===== config.mk =====
export PLATFORM = sky130hd
export DESIGN_NAME = modbus_request_handler
export DESIGN_NICKNAME = d
export VERILOG_FILES = /design/src/verilog/modbus_pkg.sv /design/src/verilog/crc16_rtu.sv /design/src/verilog/modbus_request_handler.sv
export SDC_FILE = /design/constraint.sdc
export NUM_CORES = 1
export LEC_CHECK = 0
export ABC_CLOCK_PERIOD_IN_PS = 67500
export BUFFER_PORTS_ARGS = -buffer_cell sky130_fd_sc_hd__clkbuf_2
export CAP_MARGIN = 20
export CELL_PAD_IN_SITES_DETAIL_PLACEMENT = 1
export CELL_PAD_IN_SITES_GLOBAL_PLACEMENT = 1
export CORE_ASPECT_RATIO = 0.8
export CORE_UTILIZATION = 48
export DETAILED_ROUTE_END_ITERATION = 8
export GPL_ROUTABILITY_DRIVEN = 0
export PLACE_DENSITY = 0.88
export SYNTH_ARGS = -nofsm -noshare
export SYNTH_HDL_FRONTEND = slang
export SYNTH_HIERARCHICAL = 1
export SYNTH_SLANG_ARGS = --single-unit

===== constraint.sdc =====
create_clock -name core_clk -period 67.5 [get_ports core_clk]
set_clock_uncertainty 0.2 [all_clocks]
set_input_delay 13.5 -clock core_clk [delete_from_list [all_inputs] [get_ports core_clk]]
set_output_delay 13.5 -clock core_clk [all_outputs]
set_load 0.03 [all_outputs]

===== src/verilog/modbus_pkg.sv =====
// Constants, types and reset image for the MODBUS request handler
// Operation
// - Serial characters are eight data bits, one stop bit, no parity.
// - Rates 1200 to 115200 baud selectable; reset selects 9600 baud.
// - TCP service listens on port 502 with the serial register map.
// - Serial frames answered only when address equals configured id 1..127.
// - Broadcast address zero ignored; identifiers 128..247 unsupported.
// - TCP frames have no address; unit id never gates the reply.
// - Parse seven-byte TCP header; echo transaction id and unit id.
// - Accept function codes 1, 2, 3, 4, 5 and 7 only.
// - Unsupported function code answered with illegal-function exception.
// - Serial frames end with a 16-bit CRC; TCP frames carry none.
// - Serial: address, function, data, check. TCP: header, function, data.
// - Read coils and read inputs both return output relay status.
// - Bit read carries start address and quantity; addresses are zero-based.
// - One bit per output from bit zero upward; unused high bits zero.
// - Bit-read byte count is quantity divided by eight, rounded up.
// - Exception codes: 1 function, 2 address, 3 data, 4 device failure.
// - Exception reply returns function code with top bit set, then code.
// - Holding and input register reads return same contiguous 16-bit registers.
// - Each value is a float in two registers, lower register less significant.
// - Registers sent high byte first; byte count twice the register quantity.
// - Register number one maps to address zero when decoding start address.
// - Coil write 0xFF00 on, 0x0000 off, others no effect; reply echoes.
`default_nettype none
package modbus_pkg;
  localparam int unsigned CLK_HZ = 10_000_000;
  localparam int unsigned CHAR_DATA_BITS = 8;
  localparam int unsigned CHAR_STOP_BITS = 1;
  localparam int unsigned CHAR_PARITY_BITS = 0;
  localparam int unsigned CHAR_START_BITS = 1;
  localparam logic [3:0] CHAR_LEN =
    4'(CHAR_START_BITS + CHAR_DATA_BITS + CHAR_PARITY_BITS + CHAR_STOP_BITS);

  localparam logic [2:0] BAUD_CODE_DEFAULT = 3'h3;

  function automatic int unsigned baud_rate(input logic [2:0] code);
    case (code)
      3'h0: return 1200;
      3'h1: return 2400;
      3'h2: return 4800;
      3'h3: return 9600;
      3'h4: return 19200;
      3'h5: return 38400;
      3'h6: return 57600;
      default: return 115200;
    endcase
  endfunction : baud_rate

  function automatic logic [15:0] baud_div(input logic [2:0] code);
    return 16'(CLK_HZ / baud_rate(code));
  endfunction : baud_div

  localparam logic [15:0] BAUD_DIV_DEFAULT = baud_div(BAUD_CODE_DEFAULT);
  localparam logic [15:0] TCP_PORT = 16'h01F6;

  localparam logic [7:0] BROADCAST_ID = 8'h00;
  localparam logic [7:0] SLAVE_ID_MIN = 8'h01;
  localparam logic [7:0] SLAVE_ID_MAX = 8'h7F;

  localparam logic [7:0] FC_READ_COILS = 8'h01;
  localparam logic [7:0] FC_READ_INPUTS = 8'h02;
  localparam logic [7:0] FC_READ_HOLD = 8'h03;
  localparam logic [7:0] FC_READ_INREG = 8'h04;
  localparam logic [7:0] FC_WRITE_COIL = 8'h05;
  localparam logic [7:0] FC_EXC_STATUS = 8'h07;
  localparam logic [7:0] EXC_FLAG = 8'h80;
  localparam logic [7:0] EXC_NONE = 8'h00;
  localparam logic [7:0] EXC_ILL_FUNC = 8'h01;
  localparam logic [7:0] EXC_ILL_ADDR = 8'h02;
  localparam logic [7:0] EXC_ILL_DATA = 8'h03;
  localparam logic [7:0] EXC_DEV_FAIL = 8'h04;
  localparam logic [15:0] COIL_ON = 16'hFF00;
  localparam logic [15:0] COIL_OFF = 16'h0000;

  localparam logic [15:0] CRC_INIT = 16'hFFFF;
  localparam logic [15:0] CRC_POLY = 16'hA001;
  localparam logic [15:0] CRC_RESIDUE = 16'h0000;

  localparam logic [3:0] RTU_ADDR = 4'h0;
  localparam logic [3:0] RTU_HDR_LEN = 4'h1;
  localparam logic [3:0] MBAP_LEN = 4'h7;
  localparam logic [3:0] MBAP_PROTO_HI = 4'h2;
  localparam logic [3:0] MBAP_PROTO_LO = 4'h3;
  localparam logic [3:0] MBAP_LEN_HI = 4'h4;
  localparam logic [3:0] MBAP_LEN_LO = 4'h5;
  localparam logic [15:0] MBAP_PROTO = 16'h0000;
  localparam logic [15:0] MBAP_UNIT_LEN = 16'h0001;
  localparam logic [3:0] PDU_FC = 4'h0;
  localparam logic [3:0] PDU_ADDR_HI = 4'h1;
  localparam logic [3:0] PDU_ADDR_LO = 4'h2;
  localparam logic [3:0] PDU_QTY_HI = 4'h3;
  localparam logic [3:0] PDU_QTY_LO = 4'h4;
  localparam logic [4:0] PDU_REQ_LEN = 5'h05;
  localparam logic [4:0] CRC_BYTES = 5'h02;
  localparam logic [4:0] RTU_MIN_CNT = 5'h04;
  localparam logic [4:0] TCP_MIN_CNT = 5'h08;
  localparam logic [4:0] BUF_BYTES = 5'h10;

  localparam logic [8:0] RSP_FC = 9'h000;
  localparam logic [8:0] RSP_COUNT = 9'h001;
  localparam logic [8:0] RSP_DATA = 9'h002;
  localparam logic [7:0] RSP_SHORT_LEN = 8'h02;
  localparam logic [7:0] COIL_RSP_LEN = 8'h05;
  localparam logic [4:0] BIT_ROUND = 5'h07;
  localparam int unsigned BIT_SHIFT = 3;
  localparam logic [15:0] STATUS_BITS = 16'h0010;
  localparam logic [15:0] REG_QTY_MAX = 16'h007D;
  localparam logic [16:0] REG_COUNT = 17'h00056;
  localparam int unsigned VAL_IDX_W = 7;

  typedef enum logic [4:0] {
    ST_RECV = 5'h01,
    ST_EVAL = 5'h02,
    ST_FETCH = 5'h04,
    ST_LATCH = 5'h08,
    ST_SEND = 5'h10
  } state_t;

  typedef struct packed {
    state_t st;
    logic [15:0][7:0] rxBuf;
    logic [4:0] rxCnt;
    logic rxOvf;
    logic tcp;
    logic [7:0] fc;
    logic [15:0] startA;
    logic [7:0] qty;
    logic [7:0] exc;
    logic [7:0] bodyLen;
    logic [15:0] bits;
    logic [8:0] pos;
    logic wordOk;
    logic halfHi;
    logic [15:0] word;
    logic [7:0] txData;
    logic txValid;
    logic [VAL_IDX_W-1:0] valIdx;
    logic coilPulse;
    logic [15:0] coilAddr;
    logic coilOn;
    logic [15:0] baudDiv;
    logic [3:0] charLen;
    logic [15:0] port;
  } core_t;

  localparam core_t CORE_RESET = '{
    st: ST_RECV,
    baudDiv: BAUD_DIV_DEFAULT,
    charLen: CHAR_LEN,
    port: TCP_PORT,
    default: '0
  };
endpackage : modbus_pkg
`default_nettype wire


===== src/verilog/crc16_rtu.sv =====
// Byte-serial CRC-16 engine for serial frames
`default_nettype none
module crc16_rtu
  import modbus_pkg::*;
(
  input wire logic core_clk,
  input wire logic sys_rst,
  input wire logic crcClr,
  input wire logic crcEn,
  input wire logic [7:0] crcByte,
  output logic [15:0] crcOut
);
  typedef struct packed {
    logic [15:0] crc;
  } crc_state_t;

  crc_state_t cur;
  crc_state_t nxt;

  always_comb begin
    logic [15:0] c;
    c = cur.crc ^ {8'h00, crcByte};
    for (int i = 0; i < CHAR_DATA_BITS; i++) begin
      c = c[0] ? ((c >> 1) ^ CRC_POLY) : (c >> 1);
    end
    nxt = cur;
    if (crcClr) nxt.crc = CRC_INIT;
    else if (crcEn) nxt.crc = c;
  end

  always_ff @(posedge core_clk) begin
    if (sys_rst) cur <= '{crc: CRC_INIT};
    else cur <= nxt;
  end

  assign crcOut = cur.crc;
endmodule : crc16_rtu
`default_nettype wire


===== src/verilog/modbus_request_handler.sv =====
// MODBUS RTU and TCP request handler: frame check, decode and reply
`default_nettype none
module modbus_request_handler
  import modbus_pkg::*;
(
  input wire logic core_clk,
  input wire logic sys_rst,
  input wire logic [7:0] rxData,
  input wire logic rxValid,
  input wire logic rxEnd,
  input wire logic tcpMode,
  input wire logic [7:0] slaveId,
  input wire logic [2:0] baudSel,
  input wire logic baudLoad,
  input wire logic [15:0] relayStatus,
  input wire logic [7:0] excStatus,
  input wire logic [31:0] valWord,
  input wire logic txReady,
  output logic [7:0] txData,
  output logic txValid,
  output logic [VAL_IDX_W-1:0] valIdx,
  output logic coilPulse,
  output logic [15:0] coilAddr,
  output logic coilOn,
  output logic [15:0] baudDiv,
  output logic [3:0] charLen,
  output logic [15:0] tcpPort
);
  core_t cur;
  core_t nxt;

  logic [3:0] pduOff;
  logic [7:0] fcIn;
  logic [15:0] addrIn;
  logic [15:0] qtyIn;
  logic [4:0] bodyIn;
  logic [16:0] endIn;
  logic shortIt;
  logic serBad;
  logic tcpBad;
  logic dropIt;
  logic fcKnown;
  logic [8:0] hdrLen;
  logic [8:0] bodyIdx;
  logic [8:0] dataIdx;
  logic [8:0] lastPos;
  logic [15:0] tcpLen;
  logic [15:0] rxCrc;
  logic [15:0] txCrc;
  logic rxCrcEn;
  logic txCrcEn;
  logic crcClr;

  // Request fields sit at a fixed offset behind the address or header
  assign pduOff = cur.tcp ? MBAP_LEN : RTU_HDR_LEN;
  assign fcIn = cur.rxBuf[pduOff + PDU_FC];
  assign addrIn = {cur.rxBuf[pduOff + PDU_ADDR_HI], cur.rxBuf[pduOff + PDU_ADDR_LO]};
  assign qtyIn = {cur.rxBuf[pduOff + PDU_QTY_HI], cur.rxBuf[pduOff + PDU_QTY_LO]};
  assign bodyIn = cur.rxCnt - {1'b0, pduOff} - (cur.tcp ? 5'h00 : CRC_BYTES);
  assign endIn = {1'b0, addrIn} + {1'b0, qtyIn};
  assign shortIt = (fcIn != FC_EXC_STATUS) && (bodyIn < PDU_REQ_LEN);

  assign serBad = (cur.rxCnt < RTU_MIN_CNT)
    || (rxCrc != CRC_RESIDUE)
    || (cur.rxBuf[RTU_ADDR] == BROADCAST_ID)
    || (cur.rxBuf[RTU_ADDR] != slaveId)
    || (slaveId < SLAVE_ID_MIN)
    || (slaveId > SLAVE_ID_MAX);
  // Unit id takes no part in the decision
  assign tcpBad = (cur.rxCnt < TCP_MIN_CNT)
    || ({cur.rxBuf[MBAP_PROTO_HI], cur.rxBuf[MBAP_PROTO_LO]} != MBAP_PROTO);
  assign dropIt = cur.rxOvf || (cur.tcp ? tcpBad : serBad);

  assign fcKnown = (fcIn == FC_READ_COILS) || (fcIn == FC_READ_INPUTS)
    || (fcIn == FC_READ_HOLD) || (fcIn == FC_READ_INREG)
    || (fcIn == FC_WRITE_COIL) || (fcIn == FC_EXC_STATUS);

  assign hdrLen = {5'h00, pduOff};
  assign bodyIdx = cur.pos - hdrLen;
  assign dataIdx = bodyIdx - RSP_DATA;
  assign lastPos = hdrLen + {1'b0, cur.bodyLen}
    + (cur.tcp ? 9'h000 : {4'h0, CRC_BYTES}) - 9'h001;
  assign tcpLen = {8'h00, cur.bodyLen} + MBAP_UNIT_LEN;

  assign rxCrcEn = (cur.st == ST_RECV) && rxValid && (cur.rxCnt < BUF_BYTES);
  assign txCrcEn = cur.txValid && txReady && (cur.pos < hdrLen + {1'b0, cur.bodyLen});
  assign crcClr = (cur.st == ST_EVAL);

  crc16_rtu u_rx_crc (
    .core_clk(core_clk),
    .sys_rst(sys_rst),
    .crcClr(crcClr),
    .crcEn(rxCrcEn),
    .crcByte(rxData),
    .crcOut(rxCrc)
  );

  crc16_rtu u_tx_crc (
    .core_clk(core_clk),
    .sys_rst(sys_rst),
    .crcClr(crcClr),
    .crcEn(txCrcEn),
    .crcByte(cur.txData),
    .crcOut(txCrc)
  );

  always_comb begin
    logic [7:0] excIn;
    logic [7:0] lenIn;
    logic [15:0] regA;
    logic [7:0] rsp;
    logic needWord;
    excIn = EXC_NONE;
    lenIn = RSP_SHORT_LEN;
    regA = cur.startA + {8'h00, dataIdx[8:1]};
    rsp = 8'h00;
    needWord = 1'b0;
    nxt = cur;
    nxt.coilPulse = 1'b0;

    if (baudLoad) nxt.baudDiv = baud_div(baudSel);

    case (fcIn)
      FC_READ_COILS, FC_READ_INPUTS: begin
        lenIn = RSP_SHORT_LEN + 8'((qtyIn[4:0] + BIT_ROUND) >> BIT_SHIFT);
        if (shortIt || qtyIn == '0 || qtyIn > STATUS_BITS) excIn = EXC_ILL_DATA;
        else if (endIn > {1'b0, STATUS_BITS}) excIn = EXC_ILL_ADDR;
      end
      FC_READ_HOLD, FC_READ_INREG: begin
        lenIn = RSP_SHORT_LEN + {qtyIn[6:0], 1'b0};
        if (shortIt || qtyIn == '0 || qtyIn > REG_QTY_MAX) excIn = EXC_ILL_DATA;
        else if (endIn > REG_COUNT) excIn = EXC_ILL_ADDR;
      end
      FC_WRITE_COIL: begin
        lenIn = COIL_RSP_LEN;
        if (shortIt) excIn = EXC_ILL_DATA;
      end
      FC_EXC_STATUS: begin
        lenIn = RSP_SHORT_LEN;
      end
      default: begin
        excIn = EXC_ILL_FUNC;
      end
    endcase
    if (excIn != EXC_NONE) lenIn = RSP_SHORT_LEN;

    // Reply byte at the current position
    if (cur.pos < hdrLen) begin
      if (!cur.tcp) rsp = cur.rxBuf[RTU_ADDR];
      else if (cur.pos[3:0] == MBAP_LEN_HI) rsp = tcpLen[15:8];
      else if (cur.pos[3:0] == MBAP_LEN_LO) rsp = tcpLen[7:0];
      else rsp = cur.rxBuf[cur.pos[3:0]];
    end else if (bodyIdx == RSP_FC) begin
      rsp = (cur.exc != EXC_NONE) ? (cur.fc | EXC_FLAG) : cur.fc;
    end else if (bodyIdx < {1'b0, cur.bodyLen}) begin
      if (cur.exc != EXC_NONE) rsp = cur.exc;
      else if (cur.fc == FC_WRITE_COIL) rsp = cur.rxBuf[pduOff + bodyIdx[3:0]];
      else if (cur.fc == FC_EXC_STATUS) rsp = excStatus;
      else if (bodyIdx == RSP_COUNT) rsp = cur.bodyLen - RSP_SHORT_LEN;
      else if (cur.fc == FC_READ_COILS || cur.fc == FC_READ_INPUTS) begin
        rsp = dataIdx[0] ? cur.bits[15:8] : cur.bits[7:0];
      end else begin
        rsp = dataIdx[0] ? cur.word[7:0] : cur.word[15:8];
        needWord = !dataIdx[0];
      end
    end else begin
      rsp = (bodyIdx == {1'b0, cur.bodyLen}) ? txCrc[7:0] : txCrc[15:8];
    end

    case (cur.st)
      ST_RECV: begin
        if (rxValid) begin
          if (cur.rxCnt == '0) nxt.tcp = tcpMode;
          if (cur.rxCnt < BUF_BYTES) begin
            nxt.rxBuf[cur.rxCnt[3:0]] = rxData;
            nxt.rxCnt = cur.rxCnt + 5'h01;
          end else begin
            nxt.rxOvf = 1'b1;
          end
        end
        if (rxEnd && (rxValid || cur.rxCnt != '0)) nxt.st = ST_EVAL;
      end
      ST_EVAL: begin
        nxt.rxCnt = '0;
        nxt.rxOvf = 1'b0;
        nxt.st = ST_RECV;
        if (!dropIt) begin
          nxt.st = ST_SEND;
          nxt.fc = fcIn;
          nxt.startA = addrIn;
          nxt.qty = qtyIn[7:0];
          nxt.exc = excIn;
          nxt.bodyLen = lenIn;
          nxt.pos = '0;
          nxt.wordOk = 1'b0;
          // Both bit reads see the same relay image
          nxt.bits = 16'((32'(relayStatus) >> addrIn[4:0])
            & ((32'h1 << qtyIn[4:0]) - 32'h1));
          if (fcIn == FC_WRITE_COIL && excIn == EXC_NONE
              && (qtyIn == COIL_ON || qtyIn == COIL_OFF)) begin
            nxt.coilPulse = 1'b1;
            nxt.coilAddr = addrIn;
            nxt.coilOn = (qtyIn == COIL_ON);
          end
        end
      end
      ST_SEND: begin
        if (!cur.txValid) begin
          if (needWord && !cur.wordOk) nxt.st = ST_FETCH;
          else begin
            nxt.txData = rsp;
            nxt.txValid = 1'b1;
          end
        end else if (txReady) begin
          nxt.txValid = 1'b0;
          nxt.pos = cur.pos + 9'h001;
          // Word stays valid only between its high and low byte
          nxt.wordOk = cur.wordOk && needWord;
          if (cur.pos == lastPos) nxt.st = ST_RECV;
        end
      end
      ST_FETCH: begin
        nxt.valIdx = regA[VAL_IDX_W:1];
        nxt.halfHi = regA[0];
        nxt.st = ST_LATCH;
      end
      ST_LATCH: begin
        nxt.word = cur.halfHi ? valWord[31:16] : valWord[15:0];
        nxt.wordOk = 1'b1;
        nxt.st = ST_SEND;
      end
      default: begin
        nxt = CORE_RESET;
      end
    endcase
  end

  always_ff @(posedge core_clk) begin
    if (sys_rst) cur <= CORE_RESET;
    else cur <= nxt;
  end

  assign txData = cur.txData;
  assign txValid = cur.txValid;
  assign valIdx = cur.valIdx;
  assign coilPulse = cur.coilPulse;
  assign coilAddr = cur.coilAddr;
  assign coilOn = cur.coilOn;
  assign baudDiv = cur.baudDiv;
  assign charLen = cur.charLen;
  assign tcpPort = cur.port;
endmodule : modbus_request_handler
`default_nettype wire

==> metrics.md <==
| Metric | Value |
|---|---|
| Status | completed |
| Final net count | 4,959 |
| Relative slew slack | a little over a fifth |
| Register area share after synthesis | between 15 and 20% |
| Worst endpoint required time | 67.74 ns |
| Max Clock Freq | 0.01548 GHz |
| H-Tree Depth | 2 |
| All-Layer GR Usage | 36.75% |
| CP max stage delay | 0.63 ns |
| Reg area | 5832 um2 |
| Die width | 306.6 um |
| DRT iter0 DRCs | 4,457 |
| Crit path max-delay family | compound AO/OA/AOI/OAI gates |
| Adder-cell area share of the yosys netlist | 11.11% |
| 1st-pass router iterations | 6 |
| Hold bufs inserted after CTS | 0 |
| Area of the multi-input gates | 28,270 um2 |
| Min-Delay Path Class | reg2reg |
| Util after Layout | between 50% and 60% |
| I/O Pins | 152 |
| Clock latency on the worst-skew pair | 0.59 ns |
| Setup-failing EPs final | 0 |
| Clock Tree Root | clkbuf_16 |
| Max-Cap Viols | 0 |
| Syn-to-layout area delta | 7.686% |
| CTS Buf Count | 36 |
| Clock transition at the registers of the reported paths | 0.08 ns |
| Area share of xor/xnor cells in the synthesized design | 7.689% |
| DP Worst Slack | -0.4424 ns |
| Dpl hpwl | 108.7 mm |
| Leading post-synthesis cells by cell area | dfxtp_1 (16%), ha_1 (11%), nor2_1 (6.1%) |
| Fin crit period | between 60 and 70 ns |
| Multiplexer share of the synthesized area | a little under an eighth |
| Crit Path Category | in2reg |
| Residual DRC | 0 |
| Largest net degree at the start of global routing | 84 |
| Final Hold Viols | 0 |
| Number of synthesized flops with an enable pin | 0 |
| Synth warnings | 6 |
| Startpoint Class | input port |
| Core Region | 72,780 um2 |
| Most frequent CP cell | a21oi_1 |
| Share of layout cells above drive strength 1 | 12.86% |
| Initial antenna violation count | 4 |
| Clock Sinks | roughly 290 |
| Placement row count | between 80 and 90 |
| Avg WL per Cell | 25.86 um |
| Worst path slowest cell | a2111o_2 |
| Post-layout instance area | 38,360 um2 |
| Vias post-DR | 38,260 |
| CP Capture Type | register |
| Ys async rst share | 0% |
| Largest family of logic cells by synthesized area | compound AO/OA/AOI/OAI gates |
| Worst Path Max Fanout | 25 |
| Synth top area share | approximately 16% |
| Cell Area, Synth | 35,620 um2 |
| Fill count | 9,079 |
| CTS tree | built |
| Unique cell type count in the Yosys netlist | 130 |
| CP arrival | around 65 ns |
| Global route overflow | 0 |
| Antenna Nets Post-Route | 0 |
| Top FF cell, synth | dfxtp_1 |
| DP Area | 36,750 um2 |
| Vias in the first global route | 37,490 |
| Die Height | 245.7 um |
| Mapped Avg Cell Area | 7.782 um2 |
| Die ar. | 75,310 um2 |
| Period utilization | between 90% and 100% |
| Complex-gate fraction of the synthesized area | 26.48% |
| Simple-gate share of the synthesized area | 21.84% |
| Via density per instance | between 6 and 7 |
| Worst Tran Pin Value | 1.179 ns |
| Total routed wirelength | 144.5 mm |
| PnR worst setup slack | around 2.9 ns |
| Buffers plus inverters on the worst setup path | 8 |
| CTS Buffer Depth | 3 |
| Port Buffers | about 130 |
| Post-Syn Instances | 4,577 |
| Cell taking the most area after synthesis | dfxtp_1 |
| Initial Util | 48.94% |
| #FFs+latches synth | between 200 and 300 |
| First-pass GRT wire length | 219.8 mm |
| Slew Limit Fails | 0 |
==> synthesized netlist by cell type, types with 19 or more instances <==
library cell,instances
clkbuf_1,164
mux2i_1,133
nor4_1,51
nor2b_1,54
ha_1,302
o21ai_1,34
nand2_1,320
a21boi_0,19
inv_1,106
a22oi_1,190
buf_1,32
a21o_1,109
buf_4,73
nor2_1,579
dfxtp_1,291
a211oi_1,65
a31oi_1,39
o21a_1,55
and3_1,51
nand2b_1,71
and2_1,53
nor3_1,110
o21ai_0,222
or2_2,26
mux4_2,82
xor2_1,84
or3_1,29
xnor2_1,196
o21bai_1,27
mux2_2,64
o31ai_1,31
o211ai_1,38
nand3_1,97
a21oi_1,336
nand4_1,40
==> cell families (layout without fill, tap and decap cells) <==
| family | after synthesis | after routing |
|---|---|---|
| buffers and inverters | 410 | 397 |
| multiplexers | 287 | 287 |
| AND/OR/NAND/NOR | 1587 | 1587 |
| other | 2 | 34 |
| adder cells (fa/ha/maj) | 311 | 311 |
| XOR/XNOR | 295 | 295 |
| flip-flops | 291 | 291 |
| AO/OA/AOI/OAI | 1394 | 1395 |
==> worst reg2reg max path, stage by stage, from the launching register on <==
cell and delay (ns):
dfxtp_2 0.49, buf_4 0.47, buf_4 0.53, inv_2 0.29
ha_1 0.42, xor2_1 0.51, inv_1 0.22, ha_1 0.37
a21oi_1 0.24, xnor2_2 0.14, buf_4 0.46, mux4_2 0.60
mux4_2 0.54, mux2_2 0.29, nand2_1 0.07, o21ai_0 0.09
a21oi_1 0.15, a21oi_1 0.07, mux2i_1 0.20, o21ai_0 0.14
a22oi_1 0.16, nor2_1 0.05
==> path summary, 6_finish.rpt <==
check        startpoint  cells after the start         end  slack, ns
max          baudSel[0]                    232  baudDiv[0]       2.88
min reg2reg     cur[99]                      2     cur[99]       0.26
max reg2reg    cur[161]                     21   txData[3]      60.63
min             cur[99]                      2     cur[99]       0.26
==> metrics by stage <==
step | setup TNS [ns] | cells | hold WS, ns
CTS | 0 | 5565 | 0.2576
global placement | 0 | 5499 | 0.2413
global route | -0.3528 | 5584 | 0.2912
detailed placement | -0.4424 | 5499 | 0.2486
finish | 0 | 5587 | 0.2590
floorplan | 0 | 4606 | 0.2332
==> registers in the layout, summed over array words and instances (netlist names) <==
name / count
u_rx_crc/crcOut: 16
coilAddr: 16
cur: 209
baudDiv: 16
u_tx_crc/crcOut: 16
txData: 8
valIdx: 7
txValid: 1
coilPulse: 1
coilOn: 1
==> cell usage in the layout, fill, tap and decap left out, types with 28 or more instances in the layout <==
cell type,n
nor2b_1,54
clkbuf_2,129
o211ai_1,38
mux4_2,82
mux2_2,64
nand2b_1,71
o31ai_1,29
nor4_1,48
buf_4,78
a211oi_1,62
and2_1,52
xor2_1,84
nor2_1,573
mux2i_1,130
nand4_1,40
a31oi_1,38
inv_1,106
clkbuf_16,37
nand3_1,97
o21ai_0,219
a21oi_1,332
o21ai_1,36
a22oi_1,190
a21o_1,109
or3_1,28
nand2_1,317
ha_1,302
o21a_1,55
and3_1,51
xnor2_1,194
conb_1,31
nor3_1,105
dfxtp_1,288
==> per-layer routing <==
metal  wire [um]  GRT usage (%)  vias to the layer above
met4        5523          13.12                        4
met3       17850          10.88                      463
met1       61410          51.20                    18660
met2       59540          53.09                     2188
li1            -              -                    16950
met5         163          1.421                        -
==> final cells by class <==
type | instances | share of cell area, %
antenna | 3 | 0.01957
clock buffer | 50 | 2.698
clock inverter | 16 | 0.6720
inverter | 121 | 1.191
multi-input combinational | 3906 | 73.71
sequential | 291 | 15.20
tap | 990 | 3.229
timing repair buffer | 210 | 3.272
==> repair_timing <==
action                                  4_1_cts  5_1_grt
gates cloned                                  0        1
pin swaps                                     0        6
buffers inserted                              0       15
endpoints found under the setup margin        1        2
resized for setup                             1       44
Power is left out: the tool's default activity adds up to more than one toggle a clock period on the data nets, which glitch-free logic cannot reach.
